--- config.mk ---
export PLATFORM = sky130hd
export DESIGN_NAME = fawg_top
export DESIGN_NICKNAME = d
export VERILOG_FILES = /design/src/hw/fawg_pkg.sv /design/src/hw/fawg_top.sv
export VERILOG_INCLUDE_DIRS = /design/src /design/src/hw
export SDC_FILE = /design/constraint.sdc
export NUM_CORES = 1
export LEC_CHECK = 0
export BUFFER_PORTS_ARGS = -buffer_cell sky130_fd_sc_hd__clkbuf_2
export CAP_MARGIN = 20
export CORE_MARGIN = 1
export CORE_UTILIZATION = 40
export DETAILED_ROUTE_END_ITERATION = 8
export PLACE_DENSITY = 0.72
export SLEW_MARGIN = 20
export SYNTH_ARGS = -nofsm -noshare
export SYNTH_HDL_FRONTEND = slang
export SYNTH_SLANG_ARGS = --single-unit
--- constraint.sdc ---
create_clock -name MCLK -period 5.5 [get_ports MCLK]
set_input_delay 0.275 -clock MCLK [delete_from_list [all_inputs] [get_ports MCLK]]
set_output_delay 0.275 -clock MCLK [all_outputs]
set_load 0.02 [all_outputs]
--- src/hw/fawg_defs.svh ---
`ifndef FAWG_DEFS_SVH
`define FAWG_DEFS_SVH
// ****************************************
// What this block does
// - boot area never writable, keys included
// - boot pages counted from program base
// - boot size zero means no boot area
// - low density: 64-byte pages, count direct
// - medium density: count plus two above one
// - medium density: 512-byte pages, 32K max
// - high density: 512-byte pages, 128K max
// - low density data: 640 bytes, option block
// - medium density data: 1K, 128-byte options
// - high density data: 2K, 128-byte options
// - arrays addressed as 32-bit words
// - optional single read wait state
// - data area locked until key unlock
// - main area locked until key unlock
// - interrupt on operation end, illegal write
// - low density: two vector pages
// - larger densities: two vector pages
// - boot size writable only in programming mode
// - arrays power down in halt if chosen
// - program keys 0x56 then 0xAE
// - data keys 0xAE then 0x56
// ****************************************

// ****************************************
// register map
// ****************************************
`define FAWG_OPT_OFS 12'h000
`define FAWG_PUKR_OFS 12'h004
`define FAWG_DUKR_OFS 12'h008
`define FAWG_STAT_OFS 12'h00C
`define FAWG_CTRL_OFS 12'h010
`define FAWG_WS_BIT 8
`define FAWG_OPT_RST 11'h400
`define FAWG_CTRL_RST 2'h0
`define FAWG_EOP_BIT 0
`define FAWG_ILL_BIT 1
`define FAWG_PUL_BIT 2
`define FAWG_DUL_BIT 3
`define FAWG_IE_BIT 0
`define FAWG_PD_BIT 1
`define FAWG_PKEY1 8'h56
`define FAWG_PKEY2 8'hAE
`define FAWG_DKEY1 8'hAE
`define FAWG_DKEY2 8'h56

// ****************************************
// memory geometry
// ****************************************
`define FAWG_PROG_BASE 24'h00_8000
`define FAWG_DATA_BASE 24'h00_4000
`define FAWG_PROG_LOW 24'h00_2000
`define FAWG_PROG_MED 24'h00_8000
`define FAWG_PROG_HIGH 24'h02_0000
`define FAWG_DATA_LOW 24'h00_0280
`define FAWG_DATA_MED 24'h00_0400
`define FAWG_DATA_HIGH 24'h00_0800
`define FAWG_OPTB_LOW 24'h00_0040
`define FAWG_OPTB_BIG 24'h00_0080
`define FAWG_PAGE_SH_LOW 6
`define FAWG_PAGE_SH_BIG 9
`define FAWG_VEC_PAGES 24'h00_0002
`define FAWG_MED_ADD 24'h00_0002
`endif

--- src/hw/fawg_pkg.sv ---
package fawg_pkg;
  typedef enum logic [1:0] {DENS_LOW, DENS_MED, DENS_HIGH} fawg_dens_t;
  typedef enum logic [2:0] {AREA_NONE, AREA_BOOT, AREA_MAIN, AREA_DATA, AREA_OPT} fawg_area_t;
  typedef enum logic [1:0] {KEY_FIRST, KEY_SECOND, KEY_DEAD} fawg_key_t;
  typedef enum logic [1:0] {MEM_IDLE, MEM_WAIT, MEM_CAP} fawg_mem_t;
endpackage : fawg_pkg

--- src/hw/fawg_top.sv ---
// The APB interface to the registers and the placing of the registers were left to the implementer.
`timescale 1ns/1ps
`include "fawg_defs.svh"
module fawg_top
  import fawg_pkg::*;
(
  input wire logic MCLK,
  input wire logic RSTN,
  input wire logic PSEL,
  input wire logic PENABLE,
  input wire logic PWRITE,
  input wire logic [11:0] PADDR,
  input wire logic [31:0] PWDATA,
  output logic [31:0] PRDATA,
  output logic PREADY,
  output logic PSLVERR,
  input wire logic IN_CIRCUIT_PROGRAMMING,
  input wire logic HALT,
  input wire logic MEM_REQ,
  input wire logic MEM_WRITE,
  input wire logic [23:0] MEM_ADDR,
  input wire logic [31:0] MEM_WDATA,
  output logic MEM_ACK,
  output logic MEM_ERR,
  output logic MEM_BUSY,
  output logic [31:0] MEM_RDATA,
  output logic [2:0] MEM_AREA,
  output logic MEM_VECTOR,
  output logic ARR_RE,
  output logic ARR_WE,
  output logic [23:0] ARR_ADDR,
  output logic [31:0] ARR_WDATA,
  input wire logic [31:0] ARR_RDATA,
  input wire logic ARR_OP_DONE,
  output logic ARR_PWRDN,
  output logic FLASH_IRQ
);

  // ****************************************
  // geometry functions
  // ****************************************
  function automatic logic [23:0] prog_bytes(input fawg_dens_t d);
    prog_bytes = (d == DENS_LOW) ? `FAWG_PROG_LOW :
                 (d == DENS_MED) ? `FAWG_PROG_MED : `FAWG_PROG_HIGH;
  endfunction : prog_bytes

  function automatic logic [23:0] data_bytes(input fawg_dens_t d);
    data_bytes = (d == DENS_LOW) ? `FAWG_DATA_LOW :
                 (d == DENS_MED) ? `FAWG_DATA_MED : `FAWG_DATA_HIGH;
  endfunction : data_bytes

  function automatic logic [23:0] page_of(input logic [23:0] off, input fawg_dens_t d);
    page_of = (d == DENS_LOW) ? (off >> `FAWG_PAGE_SH_LOW) : (off >> `FAWG_PAGE_SH_BIG);
  endfunction : page_of

  // larger parts count two extra pages once the size passes one
  function automatic logic [23:0] boot_pages(input logic [7:0] n, input fawg_dens_t d);
    if (d != DENS_LOW && n > 8'h01) begin
      boot_pages = {16'h0000, n} + `FAWG_MED_ADD;
    end else begin
      boot_pages = {16'h0000, n};
    end
  endfunction : boot_pages

  // ****************************************
  // state
  // ****************************************
  logic pready_reg, pslverr_reg;
  logic [31:0] prdata_reg, prdata_next;
  logic [10:0] opt_reg, opt_next;
  logic [1:0] ctrl_reg, ctrl_next;
  logic eop_reg, eop_next, ill_reg, ill_next;
  logic pul_reg, pul_next, dul_reg, dul_next;
  logic pul_set, dul_set;
  fawg_key_t pk_reg, pk_next, dk_reg, dk_next;
  fawg_mem_t mst_reg, mst_next;
  logic arr_re_reg, arr_re_next, arr_we_reg, arr_we_next;
  logic [23:0] arr_addr_reg;
  logic [31:0] arr_wdata_reg, rdata_reg;
  logic ack_reg, ack_next, err_reg, pend_err_reg, busy_reg;
  fawg_area_t area_reg;
  logic vec_reg, pwrdn_reg, irq_reg;

  // ****************************************
  // apb decode
  // ****************************************
  wire apb_acc = PSEL & PENABLE & ~pready_reg;
  wire apb_wr = PSEL & PENABLE & pready_reg & PWRITE & ~pslverr_reg;
  wire hit_opt = PADDR == `FAWG_OPT_OFS;
  wire hit_pukr = PADDR == `FAWG_PUKR_OFS;
  wire hit_dukr = PADDR == `FAWG_DUKR_OFS;
  wire hit_stat = PADDR == `FAWG_STAT_OFS;
  wire hit_ctrl = PADDR == `FAWG_CTRL_OFS;
  wire hit_any = hit_opt | hit_pukr | hit_dukr | hit_stat | hit_ctrl;
  wire stat_wr = apb_wr & hit_stat;
  wire [7:0] key = PWDATA[7:0];
  // key registers read back as zero, the keys are never stored
  wire [31:0] rd_mux = hit_opt ? {21'h00_0000, opt_reg} :
                       hit_stat ? {27'h000_0000, pwrdn_reg, dul_reg, pul_reg, ill_reg, eop_reg} :
                       hit_ctrl ? {30'h0000_0000, ctrl_reg} : 32'h0000_0000;
  assign prdata_next = apb_acc ? rd_mux : prdata_reg;

  always_ff @(posedge MCLK or negedge RSTN) begin
    if (!RSTN) begin
      pready_reg <= 1'b0;
      pslverr_reg <= 1'b0;
      prdata_reg <= 32'h0000_0000;
    end else begin
      pready_reg <= apb_acc;
      pslverr_reg <= apb_acc & ~hit_any;
      prdata_reg <= prdata_next;
    end
  end

  // ****************************************
  // option and control
  // ****************************************
  wire [7:0] boot_size = opt_reg[7:0];
  wire ws = opt_reg[`FAWG_WS_BIT];
  wire fawg_dens_t dens = fawg_dens_t'(opt_reg[10:9]);
  // software may only change the options in programming mode
  assign opt_next = (apb_wr & hit_opt & IN_CIRCUIT_PROGRAMMING) ? PWDATA[10:0] :
                    opt_reg;
  assign ctrl_next = (apb_wr & hit_ctrl) ? PWDATA[1:0] : ctrl_reg;

  always_ff @(posedge MCLK or negedge RSTN) begin
    if (!RSTN) begin
      opt_reg <= `FAWG_OPT_RST;
      ctrl_reg <= `FAWG_CTRL_RST;
    end else begin
      opt_reg <= opt_next;
      ctrl_reg <= ctrl_next;
    end
  end

  // ****************************************
  // unlock key sequencers
  // ****************************************
  // a wrong first program key locks the port until reset
  always_comb begin
    pk_next = pk_reg;
    pul_set = 1'b0;
    if (apb_wr & hit_pukr) begin
      case (pk_reg)
        KEY_FIRST: pk_next = (key == `FAWG_PKEY1) ? KEY_SECOND : KEY_DEAD;
        KEY_SECOND: begin
          pk_next = (key == `FAWG_PKEY2) ? KEY_FIRST : KEY_DEAD;
          pul_set = key == `FAWG_PKEY2;
        end
        default: pk_next = KEY_DEAD;
      endcase
    end
  end

  // a wrong first data key may simply be retried
  always_comb begin
    dk_next = dk_reg;
    dul_set = 1'b0;
    if (apb_wr & hit_dukr) begin
      case (dk_reg)
        KEY_FIRST: dk_next = (key == `FAWG_DKEY1) ? KEY_SECOND : KEY_FIRST;
        KEY_SECOND: begin
          dk_next = (key == `FAWG_DKEY2) ? KEY_FIRST : KEY_DEAD;
          dul_set = key == `FAWG_DKEY2;
        end
        default: dk_next = KEY_DEAD;
      endcase
    end
  end

  // unlock set wins over a clear written in the same cycle
  assign pul_next = pul_set | (pul_reg & ~(stat_wr & ~PWDATA[`FAWG_PUL_BIT]));
  assign dul_next = dul_set | (dul_reg & ~(stat_wr & ~PWDATA[`FAWG_DUL_BIT]));

  always_ff @(posedge MCLK or negedge RSTN) begin
    if (!RSTN) begin
      pk_reg <= KEY_FIRST;
      dk_reg <= KEY_FIRST;
      pul_reg <= 1'b0;
      dul_reg <= 1'b0;
    end else begin
      pk_reg <= pk_next;
      dk_reg <= dk_next;
      pul_reg <= pul_next;
      dul_reg <= dul_next;
    end
  end

  // ****************************************
  // area decode
  // ****************************************
  wire [23:0] p_off = MEM_ADDR - `FAWG_PROG_BASE;
  wire [23:0] d_off = MEM_ADDR - `FAWG_DATA_BASE;
  wire [23:0] d_size = data_bytes(dens);
  wire [23:0] optb = (dens == DENS_LOW) ? `FAWG_OPTB_LOW : `FAWG_OPTB_BIG;
  wire in_prog = (MEM_ADDR >= `FAWG_PROG_BASE) && (p_off < prog_bytes(dens));
  wire in_data = (MEM_ADDR >= `FAWG_DATA_BASE) && (d_off < d_size);
  wire [23:0] p_page = page_of(p_off, dens);
  wire in_boot = in_prog && (p_page < boot_pages(boot_size, dens));
  wire in_vec = in_prog && (p_page < `FAWG_VEC_PAGES);
  wire in_optb = in_data && (d_off >= d_size - optb);
  wire fawg_area_t area = in_boot ? AREA_BOOT : in_prog ? AREA_MAIN :
                          in_optb ? AREA_OPT : in_data ? AREA_DATA : AREA_NONE;
  // keys never reach the boot area; unmapped writes count as illegal too
  wire wr_prot = in_boot | (in_prog & ~pul_reg) | (in_data & ~dul_reg) |
                 (area == AREA_NONE);
  wire acc = (mst_reg == MEM_IDLE) & MEM_REQ;
  wire bad_wr = acc & MEM_WRITE & wr_prot;

  // ****************************************
  // access sequencer
  // ****************************************
  always_comb begin
    mst_next = mst_reg;
    arr_re_next = 1'b0;
    arr_we_next = 1'b0;
    ack_next = 1'b0;
    case (mst_reg)
      MEM_IDLE: if (MEM_REQ) begin
        mst_next = ws ? MEM_WAIT : MEM_CAP;
        arr_re_next = ~MEM_WRITE & (area != AREA_NONE);
        arr_we_next = MEM_WRITE & ~wr_prot;
      end
      MEM_WAIT: begin
        mst_next = MEM_CAP;
        arr_re_next = arr_re_reg;
      end
      MEM_CAP: begin
        mst_next = MEM_IDLE;
        ack_next = 1'b1;
      end
      default: mst_next = MEM_IDLE;
    endcase
  end

  wire cap = mst_reg == MEM_CAP;
  wire [31:0] rdata_next = cap ? (arr_re_reg ? ARR_RDATA : 32'h0000_0000) : rdata_reg;

  always_ff @(posedge MCLK or negedge RSTN) begin
    if (!RSTN) begin
      mst_reg <= MEM_IDLE;
      arr_re_reg <= 1'b0;
      arr_we_reg <= 1'b0;
      ack_reg <= 1'b0;
      busy_reg <= 1'b0;
    end else begin
      mst_reg <= mst_next;
      arr_re_reg <= arr_re_next;
      arr_we_reg <= arr_we_next;
      ack_reg <= ack_next;
      busy_reg <= mst_next != MEM_IDLE;
    end
  end

  // word aligned, the two low address bits are dropped
  always_ff @(posedge MCLK or negedge RSTN) begin
    if (!RSTN) begin
      arr_addr_reg <= 24'h00_0000;
      arr_wdata_reg <= 32'h0000_0000;
      area_reg <= AREA_NONE;
      vec_reg <= 1'b0;
      pend_err_reg <= 1'b0;
    end else if (acc) begin
      arr_addr_reg <= {MEM_ADDR[23:2], 2'b00};
      arr_wdata_reg <= MEM_WDATA;
      area_reg <= area;
      vec_reg <= in_vec;
      pend_err_reg <= MEM_WRITE ? wr_prot : (area == AREA_NONE);
    end
  end

  always_ff @(posedge MCLK or negedge RSTN) begin
    if (!RSTN) begin
      rdata_reg <= 32'h0000_0000;
      err_reg <= 1'b0;
    end else begin
      rdata_reg <= rdata_next;
      err_reg <= cap & pend_err_reg;
    end
  end

  // ****************************************
  // status flags and interrupt
  // ****************************************
  // a new event beats a write-one clear in the same cycle
  assign eop_next = ARR_OP_DONE | (eop_reg & ~(stat_wr & PWDATA[`FAWG_EOP_BIT]));
  assign ill_next = bad_wr | (ill_reg & ~(stat_wr & PWDATA[`FAWG_ILL_BIT]));
  wire irq_next = ctrl_reg[`FAWG_IE_BIT] & (eop_next | ill_next);
  wire pwrdn_next = HALT & ctrl_reg[`FAWG_PD_BIT];

  always_ff @(posedge MCLK or negedge RSTN) begin
    if (!RSTN) begin
      eop_reg <= 1'b0;
      ill_reg <= 1'b0;
      irq_reg <= 1'b0;
      pwrdn_reg <= 1'b0;
    end else begin
      eop_reg <= eop_next;
      ill_reg <= ill_next;
      irq_reg <= irq_next;
      pwrdn_reg <= pwrdn_next;
    end
  end

  // ****************************************
  // outputs
  // ****************************************
  assign PRDATA = prdata_reg;
  assign PREADY = pready_reg;
  assign PSLVERR = pslverr_reg;
  assign MEM_ACK = ack_reg;
  assign MEM_ERR = err_reg;
  assign MEM_BUSY = busy_reg;
  assign MEM_RDATA = rdata_reg;
  assign MEM_AREA = area_reg;
  assign MEM_VECTOR = vec_reg;
  assign ARR_RE = arr_re_reg;
  assign ARR_WE = arr_we_reg;
  assign ARR_ADDR = arr_addr_reg;
  assign ARR_WDATA = arr_wdata_reg;
  assign ARR_PWRDN = pwrdn_reg;
  assign FLASH_IRQ = irq_reg;
endmodule : fawg_top

=== Word level (Yosys, flattened, before mapping) ===
Cells that the tools add are included.

* Register bits: 155
* Output and inout bits: 133
* Logic and storage cells: 152

* Add/subtract/negate cells: 4
* Magnitude comparators: 8
* Equal/unequal tests: 11
* Mux-type cells: 34
* Bitwise operators: 55
* Reduce and logical (&&, ||, !) cells: 15

{| class="wikitable"
|+ Operators with widths
! kind !! count
|-
| 2-to-1 mux 18 bit || 3
|-
| 2-to-1 mux 32 bit || 1
|-
| AND 1 bit || 30
|-
| equality test 12 x 4 -> 1 bit (second input constant) || 2
|-
| greater-or-equal comparator 24 x 15 -> 1 bit (second input constant) || 1
|-
| greater-or-equal comparator 24 x 16 -> 1 bit (second input constant) || 1
|-
| greater-or-equal comparator 24 bit || 1
|-
| less-than comparator 18 x 24 -> 1 bit || 1
|-
| less-than comparator 24 x 12 -> 1 bit || 1
|-
| less-than comparator 24 x 18 -> 1 bit || 1
|-
| 2-to-1 mux 12 bit || 2
|-
| 2-to-1 mux 24 bit || 1
|-
| subtractor 24 x 15 -> 24 bit (second input constant) || 1
|-
| subtractor 24 x 16 -> 24 bit (second input constant) || 1
|-
| less-than comparator 18 x 2 -> 1 bit (second input constant) || 1
|-
| 2-to-1 mux 2 bit || 7
|-
| inverter 1 bit || 13
|-
| subtractor 12 x 8 -> 13 bit || 1
|-
| equality test 12 x 3 -> 1 bit (second input constant) || 1
|-
| equality test 12 x 5 -> 1 bit (second input constant) || 1
|-
| logical NOT 12 bit || 1
|-
| OR 1 bit || 12
|-
| case mux 2 bit (2 select lines) || 3
|-
| 2-to-1 mux 11 bit || 1
|-
| 16 further kinds || 39
|}

=== Longest topological paths before layout ===
* Depth after elaboration: 15
* Gate-level depth with buffers: 14
* Mapped depth without buffers: 13

=== Worst setup path after synthesis ===
OpenSTA, ideal clock, no wires.

* Path kind: reg2reg
* Start point: reg opt_reg[10]
* End point: reg ill_reg
* Arrival: 3.027 ns
* Required time: 5.422 ns
* Slack: 2.395 ns
* Stages on the path, launching flop included: 15
* Path buffers: 2
* Cells stage by stage: dfstp_2 > or2_2 > buf_2 > buf_1 > nand4_1 > nor2_1 > nand3_1 > ha_1 > nand3_1 > nor2_1 > a2111oi_0 > o221ai_2 > o2bb2ai_2 > nor2_1 > o21bai_1

* Longest elaborated chain between the ends: 13

{| class="wikitable"
|+ Ends and longest elaborated chain
! what !! line !! source
|-
| from (decl) || fawg_top.sv:70 || <nowiki>logic [10:0] opt_reg, opt_next;</nowiki>
|-
| from (signal assigned) || fawg_top.sv:128 || <nowiki>opt_reg <= `FAWG_OPT_RST;</nowiki>
|-
| from (signal assigned) || fawg_top.sv:131 || <nowiki>opt_reg <= opt_next;</nowiki>
|-
| equality test 2 x 1 -> 1 bit || fawg_top.sv:44, fawg_top.sv:49 ||
|-
| 2-to-1 mux 12 bit (no source line) (2 in series) || - ||
|-
| subtractor 12 x 8 -> 13 bit or less-than comparator 24 x 12 -> 1 bit (tied branches) || fawg_top.sv:201, fawg_top.sv:197 ||
|-
| greater-or-equal comparator 24 bit or logical AND 1 bit (tied branches) || fawg_top.sv:201, fawg_top.sv:197 ||
|-
| logical AND 1 bit or 2-to-1 mux 2 bit (tied branches) || fawg_top.sv:201, fawg_top.sv:203 ||
|-
| 2-to-1 mux 3 bit || fawg_top.sv:203 || <nowiki>in_optb ? AREA_OPT : in_data ? AREA_DATA : AREA_NONE;</nowiki>
|-
| 2-to-1 mux 3 bit (2 in series) || fawg_top.sv:202 || <nowiki>wire fawg_area_t area = in_boot ? AREA_BOOT : in_prog ? AREA_MAIN :</nowiki>
|-
| logical NOT 3 bit || fawg_top.sv:206 || <nowiki>(area == AREA_NONE);</nowiki>
|-
| OR 1 bit (*) || fawg_top.sv:205 || <nowiki>wire wr_prot = in_boot | (in_prog & ~pul_reg) | (in_data & ~dul_reg) |</nowiki>
|-
| AND 1 bit (*) || fawg_top.sv:208 || <nowiki>wire bad_wr = acc & MEM_WRITE & wr_prot;</nowiki>
|-
| OR 1 bit (*) || fawg_top.sv:287 || <nowiki>assign ill_next = bad_wr | (ill_reg & ~(stat_wr & PWDATA[`FAWG_ILL_BIT]));</nowiki>
|-
| via ill_next || fawg_top.sv:72 || <nowiki>logic eop_reg, eop_next, ill_reg, ill_next;</nowiki>
|-
| to (signal assigned) || fawg_top.sv:299 || <nowiki>ill_reg <= ill_next;</nowiki>
|-
| to (decl) || fawg_top.sv:72 ||
|}

The timed path passes the listed nets; every way through them passes the cells marked *.
A chain may end at the register's enable or synchronous reset.

=== Final worst setup path ===
Same ends and word-level chain as after synthesis.

==> results.cfg <==
[cells_and_area]
nFillCells = 1481
layout.nets = 1034
seqCellArea_um2 = 3350
syn2layout_area_growth_pct = 27.7
final_common_cell = clkbuf_2
multi_input_area_um2 = 2980
drive_gt1_share_pct = 39.0
diodes = 0
layout_common_cells = clkbuf_2 (229), dfrtp_1 (133), nand2_1 (117)

[flow_run]
cap_violations = 0

[timing]
setup_tns_ps = 0
drv_slew = 0
rsz0062_at_grt = no
period_minus_slack_ps = 3670
setup_violations = 0
fin_crit_sh_pct = 66.7
fmax_mhz = 272
fin_skew_ps = 13.4
tightestPinTransition_ps = 1020
slew_headroom_pct = 31.8
hold_violations = 0

[clocking]
h-tree-depth = 4
cts_buffers = 17
clockBufferDepth = 2
cts_tree = done
post_cts_buffers = 0
clock_latency_ps = 430
cts.sinks = 134
cts-root-buf = clkbuf_16
clk_pin_slew_worst_paths_ps = 60

[drt]
ant_nets = 0
first_pass_iters = 5
num_vias = 5556
viasPerCell = 5.06
drt_iter0_drc = 369
drt-wirelength-per-cell_um = 15.7
drc = 0
totalWireLength_mm = 17.2

[power]
power.share.clock_pct = 38.7
power.internal_mw = 1.93
p_per_area_nw_per_um2 = 336
power_mw = 2.84
switching_share_pct = 31.9
switchingPower_mw = 0.904
pwr-share-seq_pct = 40.8
p_leak_nw = 4.29
peakVddDrop_mv = 0.214
combPwrFrac_pct = 20.4

[worst_setup_path]
critPathCaptureType = register
worstPathRequired_ps = 5850
startpoint_type = register
arrival_ps = 4020
reg2reg_slack_ps = 1830
crit_fanout = 19
worst_path_dominant_cell_family = compound AO/OA/AOI/OAI gates
cp_num_buf_inv = 1
cpMaxStageDelayCell = a2111oi_0
worstPathCellList = or2_2, clkinv_1, nand2_1, nand2_1, ha_1, a21oi_1, nor2_1, a2111oi_0, o221ai_2, o2bb2ai_2, nor2_1, o21bai_1
cpPeakStageDelay_ps = 710
critPathKind = reg -> reg

[synthesis]
syn_area_um2 = 6610
synthFlopType = dfrtp_1
async_reset_ff_share_pct = 100
syn_inst = 650
synth-seq-area-share_pct = 50.7
synth_warnings = 0
synth_edf_count = 0
syn_avg_cell_area_um2 = 10.2
ys_types = 60
ys_ff_latch = 134

[status]
outcome = finished, final reports clean

[placement]
dp.final_hpwl_mm = 12.7
io_buffer_count = 230
place_congestion = 0.874

[worst_hold_path]
hold_path.class = in -> reg

[global_routing]
grt_pass1_vias = 5360
track_usage_pct = 20.4
grt_max_degree = 72
antenna_found_initial = 0
grt.overflow.total = 0
grt_pass1_wl_mm = 26.7

[die]
dieHeight_um = 131
coreArea_um2 = 16000
start_util_pct = 41.3
die_width_um = 131
die_area_um2 = 17000
rows = 46
ios = 275
[cell families (layout without fill, tap and decap cells)]
family / after synthesis / count (layout) / synth area share, %
other: 2 / 24 / 0.114
multiplexers: 66 / 66 / 11.2
buffers and inverters: 73 / 284 / 5.56
flip-flops: 134 / 134 / 50.7
AND/OR/NAND/NOR: 268 / 268 / 19.1
AO/OA/AOI/OAI: 78 / 78 / 8.23
adder cells (fa/ha/maj): 22 / 22 / 4.16
XOR/XNOR: 7 / 7 / 0.928
[tightest hold or removal path: stages]
cell	delay, ps
clkbuf_2	80
nand2_1	40
o21ai_0	70
[power by group through the flow]
stage / sequential, mW / clock, mW / combinational, mW
2_1_floorplan: 1.31 / 0 / 0.218
3_5_place_dp: 1.18 / 0 / 0.582
4_1_cts: 1.16 / 1.12 / 0.584
3_3_place_gp: 1.17 / 0 / 0.574
6_report: 1.16 / 1.10 / 0.579
5_1_grt: 1.17 / 1.16 / 0.629
[through the flow]
| step | std cells | worst slack (ps) | hold WS [ps] | utilization [%] | area (um^2) |
|---|---|---|---|---|---|
| after floorplan | 672 | 2400 | -20.6 | - | 6690 |
| after global placement | 1065 | 2050 | 319 | 49.0 | 7850 |
| after detailed placement | 1065 | 1860 | 322 | 49.0 | 7850 |
| after CTS | 1098 | 1840 | 35.8 | 52.7 | 8420 |
| after global routing | 1099 | 1600 | 48.1 | 52.8 | 8440 |
| final | 1099 | 1830 | 45.3 | 52.8 | 8440 |
[synthesized netlist by cell type, types with 5 or more instances]
cell / count / area [um^2]
buf_4: 23 / 173
mux2_2: 63 / 709
buf_2: 6 / 30.0
clkbuf_1: 21 / 78.8
ha_1: 22 / 275
nor2_1: 37 / 139
nand2b_1: 8 / 50.1
nor3_1: 16 / 80.1
nand2_1: 117 / 439
dfrtp_1: 133 / 3330
inv_1: 15 / 56.3
a31oi_1: 5 / 31.3
nor3b_1: 5 / 37.5
nor2b_1: 5 / 31.3
o21ai_0: 18 / 90.1
a21oi_1: 17 / 85.1
buf_1: 6 / 22.5
nand3_1: 49 / 245
a221oi_1: 5 / 43.8
o31ai_1: 5 / 37.5
[what timing repair did]
action,in CTS,in global routing
endpoints found under the hold margin,70,0
gates resized for setup,0,0
hold buffers,1,0
[final timing paths]
| kind | start | to | depth (start not counted) |
|---|---|---|---|
| min | PWDATA[10] | opt_reg[10]$_DFFE_PN1P_ | 3 |
| max reg2reg | opt_reg[10]$_DFFE_PN1P_ | ill_reg$_DFF_PN0_ | 12 |
| min reg2reg | pk_reg[1]$_DFFE_PN0P_ | pk_reg[1]$_DFFE_PN0P_ | 1 |
| min in group asynchronous | RSTN | ARR_WDATA[28]$_DFFE_PN0P_ | 2 |
| max | opt_reg[10]$_DFFE_PN1P_ | ill_reg$_DFF_PN0_ | 12 |
| max in group asynchronous | RSTN | pk_reg[1]$_DFFE_PN0P_ | 3 |
[metal layers]
layer	up-vias	track usage, %	routed length, um
li1	2673	-	-
met1	2628	24.4	7210
met2	222	34.9	8500
met3	33	4.48	1110
met4	0	9.94	420
met5	-	0	0
[layout make-up]
class / instances / area share [%]
tap: 216 / 3.20
clock buffer: 18 / 5.20
inverter: 17 / 0.756
sequential: 134 / 39.7
multi-input combinational: 465 / 35.3
clock inverter: 14 / 1.53
timing repair buffer: 235 / 14.3
No activity file was read; power rests on OpenSTA's default activity.
